==> src/hdl/breaker_flags_pkg.sv <==
// breaker_flags_pkg: constants, register map and types for the breaker status flags
// assumes a 10 MHz core clock and a 32-bit plain register port
`default_nettype none
package breaker_flags_pkg;

    // clock and timing
    localparam int CLK_FREQ_HZ     = 10_000_000;
    localparam int ACK_PULSE_MS    = 40;
    localparam int ACK_PULSE_CYC   = (CLK_FREQ_HZ / 1000) * ACK_PULSE_MS;
    localparam int SETTLE_TIME_MS  = 20;
    localparam int SETTLE_CYC      = (CLK_FREQ_HZ / 1000) * SETTLE_TIME_MS;

    typedef logic [23:0] tick_t;

    // register port
    localparam int ADDR_W = 8;
    localparam int DATA_W = 32;
    localparam logic [7:0] CTRL_ADDR   = 8'h00;
    localparam logic [7:0] REMOTE_ADDR = 8'h04;
    localparam logic [7:0] CMD_ADDR    = 8'h08;
    localparam logic [7:0] STATUS_ADDR = 8'h0C;

    // control register fields
    localparam int CTRL_OP_LSB     = 0;
    localparam int CTRL_LAMP_BIT   = 2;
    localparam int CTRL_ALT1_BIT   = 3;
    localparam int CTRL_ALT2_BIT   = 4;
    localparam int CTRL_RSEL_BIT   = 5;
    localparam int CTRL_APP_LSB    = 6;
    localparam logic [7:0] CTRL_RESET = 8'h00;
    localparam logic [7:0] REMOTE_RESET = 8'h00;

    // command register bits (write one to act, reads zero)
    localparam int CMD_ACK      = 0;
    localparam int CMD_SYNC_A   = 1;
    localparam int CMD_OPEN_A   = 2;
    localparam int CMD_CLOSE_A  = 3;
    localparam int CMD_UNLOAD_A = 4;
    localparam int CMD_SYNC_B   = 5;
    localparam int CMD_OPEN_B   = 6;
    localparam int CMD_CLOSE_B  = 7;
    localparam int CMD_UNLOAD_B = 8;
    localparam int CMD_SETTLE   = 9;
    localparam int CMD_W        = 10;

    // status flag positions
    localparam int FLG_AUTO      = 0;
    localparam int FLG_MANUAL    = 1;
    localparam int FLG_LAMP      = 2;
    localparam int FLG_ACK       = 3;
    localparam int FLG_B_CLOSED  = 4;
    localparam int FLG_A_CLOSED  = 5;
    localparam int FLG_SETTLE    = 6;
    localparam int FLG_B_SYNC    = 7;
    localparam int FLG_B_OPEN    = 8;
    localparam int FLG_B_CLOSE   = 9;
    localparam int FLG_A_SYNC    = 10;
    localparam int FLG_A_OPEN    = 11;
    localparam int FLG_A_CLOSE   = 12;
    localparam int FLG_B_UNLOAD  = 13;
    localparam int FLG_A_UNLOAD  = 14;
    localparam int FLG_ALT1      = 15;
    localparam int FLG_ALT2      = 16;
    localparam int FLG_REMOTE    = 17;
    localparam int REMOTE_W      = 8;
    localparam int FLAG_W        = 25;

    typedef enum logic [1:0] {OP_STOP, OP_AUTO, OP_MANUAL, OP_SPARE} op_mode_e;
    typedef enum logic [1:0] {APP_UNIT, APP_UNIT_SINGLE, APP_COMBINED, APP_RESERVED} app_mode_e;

    typedef struct packed {
        logic sync;
        logic opening;
        logic closing;
        logic unload;
    } brk_seq_s;

    localparam brk_seq_s BRK_IDLE = '{sync: 1'b0, opening: 1'b0, closing: 1'b0, unload: 1'b0};

endpackage
`default_nettype wire

==> src/hdl/ack_if.sv <==
// ack_if: acknowledge request and pulse between the flag block and its pulse stretcher
// assumes both ends run on the same clock
`default_nettype none
interface ack_if;
    logic req;
    logic pulse;
    modport src (output req, input pulse);
    modport gen (input req, output pulse);
endinterface
`default_nettype wire

==> src/hdl/ack_pulse.sv <==
// ack_pulse: turns a one-cycle acknowledge request into a fixed-length pulse
// assumes req is a single-cycle strobe synchronous to core_clk
`default_nettype none
module ack_pulse
    import breaker_flags_pkg::*;
#(
    parameter tick_t PULSE_CYCLES = tick_t'(ACK_PULSE_CYC)
) (
    // clock and reset
    input  wire logic core_clk,
    input  wire logic rst,
    // request and pulse
    ack_if.gen        ack
);

    tick_t cnt_q;
    tick_t cnt_d;
    logic  pulse_q;
    logic  pulse_d;

    // a new request restarts the full pulse length
    always_comb begin
        cnt_d   = cnt_q;
        if (ack.req) begin
            cnt_d = PULSE_CYCLES;
        end else if (cnt_q != '0) begin
            cnt_d = cnt_q - tick_t'(1);
        end
        pulse_d = (cnt_d != '0);
    end

    always_ff @(posedge core_clk or posedge rst) begin
        if (rst) begin
            cnt_q   <= '0;
            pulse_q <= 1'b0;
        end else begin
            cnt_q   <= cnt_d;
            pulse_q <= pulse_d;
        end
    end

    assign ack.pulse = pulse_q;

endmodule // ack_pulse
`default_nettype wire

==> src/hdl/breaker_status_flags.sv <==
// breaker_status_flags: application status flags of a two-breaker control unit
// assumes reply inputs, button and register strobes are synchronous to core_clk
`default_nettype none
module breaker_status_flags
    import breaker_flags_pkg::*;
#(
    parameter tick_t ACK_CYCLES    = tick_t'(ACK_PULSE_CYC),
    parameter tick_t SETTLE_CYCLES = tick_t'(SETTLE_CYC)
) (
    // clock and reset
    input  wire logic              core_clk,
    input  wire logic              rst,
    // register port
    input  wire logic [ADDR_W-1:0] reg_addr,
    input  wire logic [DATA_W-1:0] reg_wdata,
    input  wire logic              reg_wr,
    input  wire logic              reg_rd,
    output var  logic [DATA_W-1:0] reg_rdata,
    // breaker reply inputs, high when energized
    input  wire logic              reply_input_a,
    input  wire logic              reply_input_b,
    // acknowledge sources
    input  wire logic              ack_button,
    input  wire logic              ack_ext,
    // relay outputs
    output var  logic              relay_close_b,
    output var  logic              relay_close_a5,
    output var  logic              relay_close_a6,
    // status flags to the user logic
    output var  logic [FLAG_W-1:0] status_flags
);

    // next state of one breaker's sequence flags; set by a command wins over any clear except an open command clearing closing
    function automatic brk_seq_s brk_next(
        input brk_seq_s cur,
        input logic     c_sync,
        input logic     c_open,
        input logic     c_close,
        input logic     c_unload,
        input logic     closed
    );
        brk_seq_s nxt;
        nxt = cur;
        if (c_sync) begin
            nxt.sync = 1'b1;
        end else if (closed) begin
            nxt.sync = 1'b0;
        end
        if (c_open) begin
            nxt.opening = 1'b1;
        end else if (!closed) begin
            nxt.opening = 1'b0;
        end
        // an open command overrides a close command for safety
        if (c_open) begin
            nxt.closing = 1'b0;
        end else if (c_close) begin
            nxt.closing = 1'b1;
        end else if (closed) begin
            nxt.closing = 1'b0;
        end
        if (c_unload) begin
            nxt.unload = 1'b1;
        end else if (c_open) begin
            nxt.unload = 1'b0;
        end
        return nxt;
    endfunction

    // one register strobe hitting one address
    function automatic logic reg_hit(
        input logic              strobe,
        input logic [ADDR_W-1:0] addr,
        input logic [ADDR_W-1:0] target
    );
        return strobe && (addr == target);
    endfunction

    // counts a timer down to zero and keeps it there
    function automatic tick_t count_down(input tick_t v);
        return (v == '0) ? v : v - tick_t'(1);
    endfunction

    // stretches every acknowledge request into the flag pulse
    ack_if ack ();

    ack_pulse #(
        .PULSE_CYCLES (ACK_CYCLES)
    ) u_ack_pulse (
        .core_clk (core_clk),
        .rst      (rst),
        .ack      (ack.gen)
    );

    // register state
    logic [7:0]        ctrl_q;
    logic [7:0]        ctrl_d;
    logic [7:0]        remote_q;
    logic [7:0]        remote_d;
    logic [DATA_W-1:0] rdata_q;
    logic [DATA_W-1:0] rdata_d;
    logic [CMD_W-1:0]  cmd;

    // op mode 3 counts as neither automatic nor manual
    op_mode_e  op_mode;
    app_mode_e app_mode;

    assign op_mode  = op_mode_e'(ctrl_q[CTRL_OP_LSB +: 2]);
    assign app_mode = app_mode_e'(ctrl_q[CTRL_APP_LSB +: 2]);
    // command bits live only in their write cycle; nothing of them is stored
    assign cmd      = reg_hit(reg_wr, reg_addr, CMD_ADDR) ? reg_wdata[CMD_W-1:0] : '0;

    always_comb begin
        ctrl_d   = ctrl_q;
        remote_d = remote_q;
        rdata_d  = '0;
        if (reg_wr) begin
            case (reg_addr)
                CTRL_ADDR:   ctrl_d   = reg_wdata[7:0];
                REMOTE_ADDR: remote_d = reg_wdata[7:0];
                default:     ;
            endcase
        end
        // read data stand for one cycle only, zero otherwise
        if (reg_rd) begin
            case (reg_addr)
                CTRL_ADDR:   rdata_d = {24'h00_0000, ctrl_q};
                REMOTE_ADDR: rdata_d = {24'h00_0000, remote_q};
                STATUS_ADDR: rdata_d = {{(DATA_W-FLAG_W){1'b0}}, status_flags};
                default:     rdata_d = '0;
            endcase
        end
    end

    always_ff @(posedge core_clk or posedge rst) begin
        if (rst) begin
            ctrl_q   <= CTRL_RESET;
            remote_q <= REMOTE_RESET;
            rdata_q  <= '0;
        end else begin
            ctrl_q   <= ctrl_d;
            remote_q <= remote_d;
            rdata_q  <= rdata_d;
        end
    end

    assign reg_rdata = rdata_q;

    // acknowledge sources: button edge, external strobe, software command
    logic btn_q;
    logic btn_d;

    always_comb begin
        // only the press edge counts, so a held button gives one pulse
        btn_d   = ack_button;
        ack.req = (ack_button && !btn_q) || ack_ext || cmd[CMD_ACK];
    end

    always_ff @(posedge core_clk or posedge rst) begin
        if (rst) begin
            btn_q <= 1'b0;
        end else begin
            btn_q <= btn_d;
        end
    end

    // mains settling timer, only meaningful in the two single-unit modes
    tick_t settle_q;
    tick_t settle_d;
    logic  single_mode;

    // leaving the single-unit modes stops the timer at once
    assign single_mode = (app_mode == APP_UNIT) || (app_mode == APP_UNIT_SINGLE);

    always_comb begin
        settle_d = settle_q;
        if (!single_mode) begin
            settle_d = '0;
        end else if (cmd[CMD_SETTLE]) begin
            settle_d = SETTLE_CYCLES;
        end else begin
            settle_d = count_down(settle_q);
        end
    end

    always_ff @(posedge core_clk or posedge rst) begin
        if (rst) begin
            settle_q <= '0;
        end else begin
            settle_q <= settle_d;
        end
    end

    // breaker sequences
    brk_seq_s seq_a_q;
    brk_seq_s seq_a_d;
    brk_seq_s seq_b_q;
    brk_seq_s seq_b_d;
    logic     closed_a;
    logic     closed_b;

    // a reply contact is energized while its breaker is open
    assign closed_a = !reply_input_a;
    assign closed_b = !reply_input_b;

    always_comb begin
        seq_a_d = brk_next(seq_a_q, cmd[CMD_SYNC_A], cmd[CMD_OPEN_A], cmd[CMD_CLOSE_A],
                           cmd[CMD_UNLOAD_A], closed_a);
        seq_b_d = brk_next(seq_b_q, cmd[CMD_SYNC_B], cmd[CMD_OPEN_B], cmd[CMD_CLOSE_B],
                           cmd[CMD_UNLOAD_B], closed_b);
    end

    always_ff @(posedge core_clk or posedge rst) begin
        if (rst) begin
            seq_a_q <= BRK_IDLE;
            seq_b_q <= BRK_IDLE;
        end else begin
            seq_a_q <= seq_a_d;
            seq_b_q <= seq_b_d;
        end
    end

    // flags and relays, rebuilt every cycle from the next state so they line up with it
    logic [FLAG_W-1:0] flags_q;
    logic [FLAG_W-1:0] flags_d;
    logic              rly_b_q;
    logic              rly_b_d;
    logic              rly_a5_q;
    logic              rly_a5_d;
    logic              rly_a6_q;
    logic              rly_a6_d;

    always_comb begin
        flags_d               = '0;
        flags_d[FLG_AUTO]     = (op_mode == OP_AUTO);
        flags_d[FLG_MANUAL]   = (op_mode == OP_MANUAL);
        flags_d[FLG_LAMP]     = ctrl_q[CTRL_LAMP_BIT];
        flags_d[FLG_ACK]      = ack.pulse;
        flags_d[FLG_B_CLOSED] = closed_b;
        flags_d[FLG_A_CLOSED] = closed_a;
        flags_d[FLG_SETTLE]   = single_mode && (settle_d != '0);
        flags_d[FLG_B_SYNC]   = seq_b_d.sync;
        flags_d[FLG_B_OPEN]   = seq_b_d.opening;
        flags_d[FLG_B_CLOSE]  = seq_b_d.closing;
        flags_d[FLG_A_SYNC]   = seq_a_d.sync;
        flags_d[FLG_A_OPEN]   = seq_a_d.opening;
        flags_d[FLG_A_CLOSE]  = seq_a_d.closing;
        flags_d[FLG_B_UNLOAD] = seq_b_d.unload;
        flags_d[FLG_A_UNLOAD] = seq_a_d.unload;
        flags_d[FLG_ALT1]     = ctrl_q[CTRL_ALT1_BIT];
        flags_d[FLG_ALT2]     = ctrl_q[CTRL_ALT2_BIT];
        flags_d[FLG_REMOTE +: REMOTE_W] = remote_q;
        // relay select is read live, so changing it mid-close moves the command
        rly_b_d  = seq_b_d.closing;
        rly_a5_d = seq_a_d.closing && !ctrl_q[CTRL_RSEL_BIT];
        rly_a6_d = seq_a_d.closing && ctrl_q[CTRL_RSEL_BIT];
    end

    always_ff @(posedge core_clk or posedge rst) begin
        if (rst) begin
            flags_q  <= '0;
            rly_b_q  <= 1'b0;
            rly_a5_q <= 1'b0;
            rly_a6_q <= 1'b0;
        end else begin
            flags_q  <= flags_d;
            rly_b_q  <= rly_b_d;
            rly_a5_q <= rly_a5_d;
            rly_a6_q <= rly_a6_d;
        end
    end

    assign status_flags   = flags_q;
    assign relay_close_b  = rly_b_q;
    assign relay_close_a5 = rly_a5_q;
    assign relay_close_a6 = rly_a6_q;

endmodule // breaker_status_flags
`default_nettype wire

==> config.mk <==
export PLATFORM = sky130hd
export DESIGN_NAME = breaker_status_flags
export DESIGN_NICKNAME = d
export VERILOG_FILES = /design/src/hdl/breaker_flags_pkg.sv /design/src/hdl/ack_if.sv /design/src/hdl/ack_pulse.sv /design/src/hdl/breaker_status_flags.sv
export SDC_FILE = /design/constraint.sdc
export NUM_CORES = 1
export LEC_CHECK = 0
export ABC_AREA = 1
export BUFFER_PORTS_ARGS = -buffer_cell sky130_fd_sc_hd__buf_2
export CAP_MARGIN = 0
export CORE_ASPECT_RATIO = 1.1
export CORE_MARGIN = 4
export CORE_UTILIZATION = 40
export CTS_BUF_LIST = sky130_fd_sc_hd__clkbuf_4
export DETAILED_ROUTE_END_ITERATION = 8
export PLACE_DENSITY_LB_ADDON = 0.3
export SYNTH_ARGS = -nofsm -noshare
export SYNTH_HDL_FRONTEND = slang
export SYNTH_SLANG_ARGS = --single-unit
==> constraint.sdc <==
create_clock -name core_clk -period 11.03 [get_ports core_clk]
set_input_delay 2.206 -clock core_clk [delete_from_list [all_inputs] [get_ports core_clk]]
set_output_delay 2.206 -clock core_clk [all_outputs]
set_load 0.02 [all_outputs]
==> impl_metrics.py, run 1 <==
metrics = {
    "outcome": {
        "status": "finished clean",
    },
    "timing": {
        "fmax_ghz": 0.258,
        "finalMaxSlewViolations": 0,
        "post-route-period-util_pct": 35.1,
        "skew_ps": 18.0,
        "hold_viol": 0,
        "setup_violations": 0,
        "slew-limit-headroom_pct": 39.4,
        "period_minus_slack_ps": 3870,
        "rsz0062_at_grt": "no",
        "worst_pin_slew_ps": 910,
        "tns_ps": 0,
    },
    "clocking": {
        "clockRootBuffer": "clkbuf_4",
        "cts_buffers": 17,
        "post_cts_buffers": 0,
        "cts.sinks": 118,
        "clockBufferDepth": 2,
        "ctsResizeCount": 0,
        "h-tree-depth": 4,
        "tritoncts": "built",
        "postCtsHoldBufs": 0,
        "worstSkewPairLatency_ps": 550,
        "path_clk_slew_ps": 100,
    },
    "synthesis": {
        "yosys.area_share.simple_pct": 36.1,
        "synth_top_family_by_area": "simple AND/OR/NAND/NOR gates",
        "synth_edf_count": 0,
        "postSynthCellCount": 797,
        "synth_compound_area_share_pct": 3.35,
        "ys_seq_area_share_pct": 47.6,
        "synth-warning-count": 0,
        "synthFlopType": "dfrtp_1",
        "yosysUniqueCellTypes": 33,
        "synthAdderAreaFrac_pct": 0.807,
        "async_reset_ff_share_pct": 100,
        "syn_area_per_cell_sq_um": 7.79,
        "synth.mux.area_fraction_pct": 0,
        "syn_area_sq_um": 6200,
        "synthXorXnorAreaFrac_pct": 1.69,
        "synth_seq_cells": 118,
    },
    "route": {
        "drtIter0Drc": 337,
        "antenna_left": 0,
        "dr_total_vias": 5160,
        "route.detailed.drc": 0,
        "wl_um": 14600,
        "detail_route.wl_per_cell_um": 13.3,
        "drtPass1Iterations": 5,
        "vias_per_cell": 4.71,
    },
    "hold_path": {
        "hold_path.class": "register to register",
    },
    "setup_path": {
        "crit_family": "simple AND/OR/NAND/NOR gates",
        "timing.critical_path.buf_inv": 2,
        "cp_data_arrival_time_ps": 4300,
        "required_ps": 11460,
        "crit_path_frequent_cell": "nand3_1",
        "start_kind": "primary input",
        "critPathMaxFanout": 16,
        "worstPathCellList": "buf_2, nor2_2, nand2_2, nor2_4, nand3_1, nand2_1, inv_2, nand3_1, o21ai_1, nor2_1, nand2_1, nor2_1, nand3_1",
        "critical_path.slowest_cell": "nand2_1",
        "worstSetupPathType": "primary input to register",
        "max_stage_delay_ps": 420,
        "endpoint_kind": "register",
    },
    "die": {
        "die_w_um": 127,
        "fp.coreArea_sq_um": 15100,
        "die-area_sq_um": 17600,
        "initial_core_util_pct": 41.1,
        "row_count": 47,
        "die_y_um": 139,
        "io_pins": 108,
    },
    "grt": {
        "grt-ovfl-total": 0,
        "grt_pass1_vias": 4902,
        "grt_max_degree": 76,
        "antenna_found_initial": 2,
        "grtUsageTotal_pct": 17.3,
        "grt_pass1_wl_um": 24400,
    },
    "placement": {
        "dpl.hpwl_um": 10800,
        "dpl_cell_area_sq_um": 6750,
        "port_buffers": 78,
        "gp_congestion": 0.895,
    },
    "power_and_ir_drop": {
        "power_density_nw_per_um2": 182,
        "peakVddDrop_mv": 0.0964,
        "p_leak_nw": 3.90,
    },
    "final_layout": {
        "final_nets": 936,
        "n_fill_cell": 1520,
        "drive_above_1_share_pct": 19.0,
        "areaGrowthSynthToFinish_pct": 13.9,
        "stdcell_area_sq_um": 7070,
        "fin_util_pct": 46.8,
    },
    "job": {
        "maxCapViolCount": 0,
    },
}
-- cells in the mapped netlist (all sizes together), types with 5 or more instances --
library cell	number	share of area [%]
nand2	213	14
nor2	144	11
inv	134	8.1
dfrtp	118	48
nand3	80	7.8
o21ai	25	2.0
nand4	15	1.5
buf	13	1.8
xor2	10	1.4
nand3b	8	0.97
nor3	8	0.65
a21oi	7	0.63
o22ai	5	0.50
-- placed cells by master (no fill, tap or decap), drive strengths merged, types with 2 or more instances in the layout --
master,count
o21ai,25
o22ai,5
diode,2
dfrtp,118
bufinv,4
a21oi,7
inv,134
clkbuf,22
buf,79
nand2,213
nand4,15
nor2,144
nand3b,8
xor2,10
ha,4
conb,7
nand3,80
clkinv,8
nor3,8
xnor2,2
-- cells by family after synthesis --
logic type / Yosys count
simple gates: 470
buf+inv: 154
flops: 118
compound gates: 38
xor+xnor: 12
fa+ha+maj: 4
other cells: 1
-- where the power goes --
group	switching, W	internal (W)	total, W
Sequential	0.0000521	0.000479	0.000531
Combinational	0.000266	0.000133	0.000400
Clock	0.000163	0.000191	0.000354
Total	0.000482	0.000803	0.00128
-- metrics by stage --
stage                     hold WS (ps)  setup slack (ps)  std cells  power [W]
after floorplan                    331              5690        803   0.000858
after global placement             336              6520       1061   0.000933
after detailed placement           340              6540       1061   0.000939
after CTS                          365              7130       1093    0.00130
after global routing               384              6920       1095    0.00138
final                              362              7160       1095    0.00128
-- layer usage --
| metal | routed length [um] | part of all wire (%) | GRT usage [%] | up-vias |
|---|---|---|---|---|
| met5 | 0 | 0 | 0 | - |
| met4 | 310 | 2.1 | 7.00 | 0 |
| met3 | 584 | 4.0 | 3.54 | 25 |
| met2 | 7020 | 48 | 27.6 | 114 |
| met1 | 6700 | 46 | 23.0 | 2399 |
| li1 | - | - | - | 2622 |
-- path summary, 6_finish.rpt --
path	end	cells past startpoint	from	slack, ps
worst max-delay path	u_ack_pulse.ack.pulse	13	reg_addr[1]	7160
worst min-delay path	status_flags[3]	0	u_ack_pulse.ack.pulse	360
worst max register to register	u_ack_pulse.ack.pulse	13	u_ack_pulse.cnt_q[0]	8730
worst min register to register	status_flags[3]	0	u_ack_pulse.ack.pulse	360
max in group asynchronous	settle_q[6]	3	rst	7990
min in group asynchronous	u_ack_pulse.cnt_q[22]	2	rst	1700
-- area by class of cell --
class	count	area [sq um]	share of cell area, %
sequential	118	2950	41.8
clock buffer	22	165	2.34
antenna	2	5.00	0.0708
clock inverter	10	154	2.18
multi-input combinational	531	2630	37.2
inverter	137	519	7.35
timing repair buffer	79	398	5.63
tap	196	245	3.47
-- sequential cells by signal, indices dropped and copies added (netlist names) --
name                   flops
settle_q                  24
u_ack_pulse.ack.pulse      1
status_flags              25
remote_q                   8
u_ack_pulse.cnt_q         24
ctrl_q                     8
relay_close_a5             1
reg_rdata                 25
relay_close_a6             1
btn_q                      1
(Power assumes the default switching activity.)
==> run 2, diff against run 1 <==
==> constraint.sdc (replaced) <==
create_clock -name core_clk -period 3.39 [get_ports core_clk]
set_input_delay 0.678 -clock core_clk [delete_from_list [all_inputs] [get_ports core_clk]]
set_output_delay 0.678 -clock core_clk [all_outputs]
set_load 0.02 [all_outputs]
==> impl_metrics.py, run 2 (synthesis results as in run 1) <==
metrics = {
    "outcome": {
        "status": "finished clean",
    },
    "clocking": {
        "worstSkewPairLatency_ps": 530,
        "tritoncts": "built",
        "clockRootBuffer": "clkbuf_4",
        "clockBufferDepth": 2,
        "post_cts_buffers": 0,
        "ctsResizeCount": 0,
        "cts_buffers": 17,
        "path_clk_slew_ps": 120,
        "h-tree-depth": 4,
        "postCtsHoldBufs": 0,
        "cts.sinks": 118,
    },
    "placement": {
        "dpl_cell_area_sq_um": 6790,
        "dpl.hpwl_um": 11100,
        "port_buffers": 78,
        "gp_congestion": 0.887,
    },
    "setup_path": {
        "worstSetupPathType": "register to register",
        "start_kind": "register",
        "crit_path_frequent_cell": "nand2_1",
        "critical_path.slowest_cell": "dfrtp_1",
        "reg2reg_to": "u_ack_pulse.ack.pulse",
        "max_stage_delay_ps": 440,
        "critPathMaxFanout": 6,
        "worstPathCellList": "inv_1, ha_1, nand2_1, nor2_1, nand2_1, nand2_1, nand2_1, nand2_2, nand3_1, nor2_1, nand2_1, nor2_1, nand3_1",
        "reg2reg_slack_ps": 1090,
        "critPathLaunch": "u_ack_pulse.cnt_q[0]",
        "rr_startpoint": "u_ack_pulse.cnt_q[0]",
        "endpoint_kind": "register",
        "reg2regPathDepth": 13,
        "cp_data_arrival_time_ps": 2710,
        "required_ps": 3790,
    },
    "die": {
        "die_w_um": 127,
        "fp.coreArea_sq_um": 15100,
        "io_pins": 108,
        "row_count": 47,
        "die-area_sq_um": 17600,
        "initial_core_util_pct": 41.1,
        "die_y_um": 139,
    },
    "route": {
        "drtIter0Drc": 305,
        "detail_route.wl_per_cell_um": 13.4,
        "antenna_left": 0,
        "drtPass1Iterations": 7,
        "wl_um": 14700,
        "route.detailed.drc": 0,
        "vias_per_cell": 4.65,
        "dr_total_vias": 5105,
    },
    "final_layout": {
        "final_nets": 939,
        "final_common_cell": "nand2_1",
        "areaGrowthSynthToFinish_pct": 14.1,
        "most-common-layout-cells": "nand2_1, inv_1, dfrtp_1",
        "drive_above_1_share_pct": 19.3,
        "stdcell_area_sq_um": 7080,
        "fin_util_pct": 46.8,
    },
    "timing": {
        "slew-limit-headroom_pct": 43.1,
        "setup_violations": 0,
        "fmax_ghz": 0.434,
        "hold_viol": 0,
        "skew_ps": 22.6,
        "finalMaxSlewViolations": 0,
        "post-route-period-util_pct": 68.0,
        "rsz0062_at_grt": "no",
        "worst_pin_slew_ps": 852,
        "period_minus_slack_ps": 2300,
        "whs_ps": 262,
        "tns_ps": 0,
    },
    "grt": {
        "grtUsageTotal_pct": 17.3,
        "grt_pass1_wl_um": 24500,
        "grt_pass1_vias": 5009,
        "antenna_found_initial": 1,
        "grt-ovfl-total": 0,
        "grt_max_degree": 38,
    },
    "power_and_ir_drop": {
        "peakVddDrop_mv": 0.310,
        "power_density_nw_per_um2": 573,
        "p_leak_nw": 3.89,
    },
    "hold_path": {
        "holdCritStartpoint": "ack_button",
        "hold_end": "btn_q",
        "hold_depth": 1,
        "hold_path.class": "primary input to register",
    },
    "job": {
        "maxCapViolCount": 0,
    },
}
==> run 2: cell types whose count changed in the layout (fill, tap and decap cells not counted), sizes merged <==
cell | previous run | this run
clkbuf | 22 | 20
diode | 2 | 1
clkinvlp | 1 | 5
buf | 79 | 82
bufinv | 4 | 2
==> run 2: critical path, delay by kind of cell, from the launching register on <==
family                   cells  cell delay, ps
AND/OR/NAND/NOR             11            1270
flip-flops                   1             440
adder cells (fa/ha/maj)      1             300
buffers and inverters        1             200
==> run 2: layout make-up <==
class,count,area [sq um]
diodes,1,2.50
clock buffers,20,150
clock inverters,12,130
fillers,1516,8040
inverters,137,520
multi-input cells,531,2630
flip-flops and latches,118,2950
well taps,196,245
repair buffers,82,445
==> run 2: how the worst max path moves through the flow <==
stage / to / slack (ps) / depth (start not counted)
after global placement: u_ack_pulse.ack.pulse / 960 / 13
after detailed placement: u_ack_pulse.ack.pulse / 970 / 13
final: u_ack_pulse.ack.pulse / 1090 / 13
after CTS: u_ack_pulse.ack.pulse / 1090 / 13
after global routing: u_ack_pulse.ack.pulse / 890 / 13
after floorplan: btn_q / 1270 / 1
==> run 2: routing by layer <==
metal	GRT usage [%]	share of wire, %
met5	0	0
met4	5.59	1.2
met3	3.43	4.3
met2	28.7	50
met1	22.7	45
==> run 2: metrics by stage <==
stage	std cells	power [W]	setup WS, ps
final	1097	0.00405	1090
after global routing	1097	0.00437	890
after CTS	1096	0.00409	1090
after detailed placement	1064	0.00307	966
after global placement	1064	0.00305	962
after floorplan	803	0.00279	1270
==> run 2: report_power, final <==
group	switching (W)	internal [W]
registers	0.000176	0.00156
logic	0.000866	0.000439
clock network	0.000551	0.000460
total	0.00159	0.00246
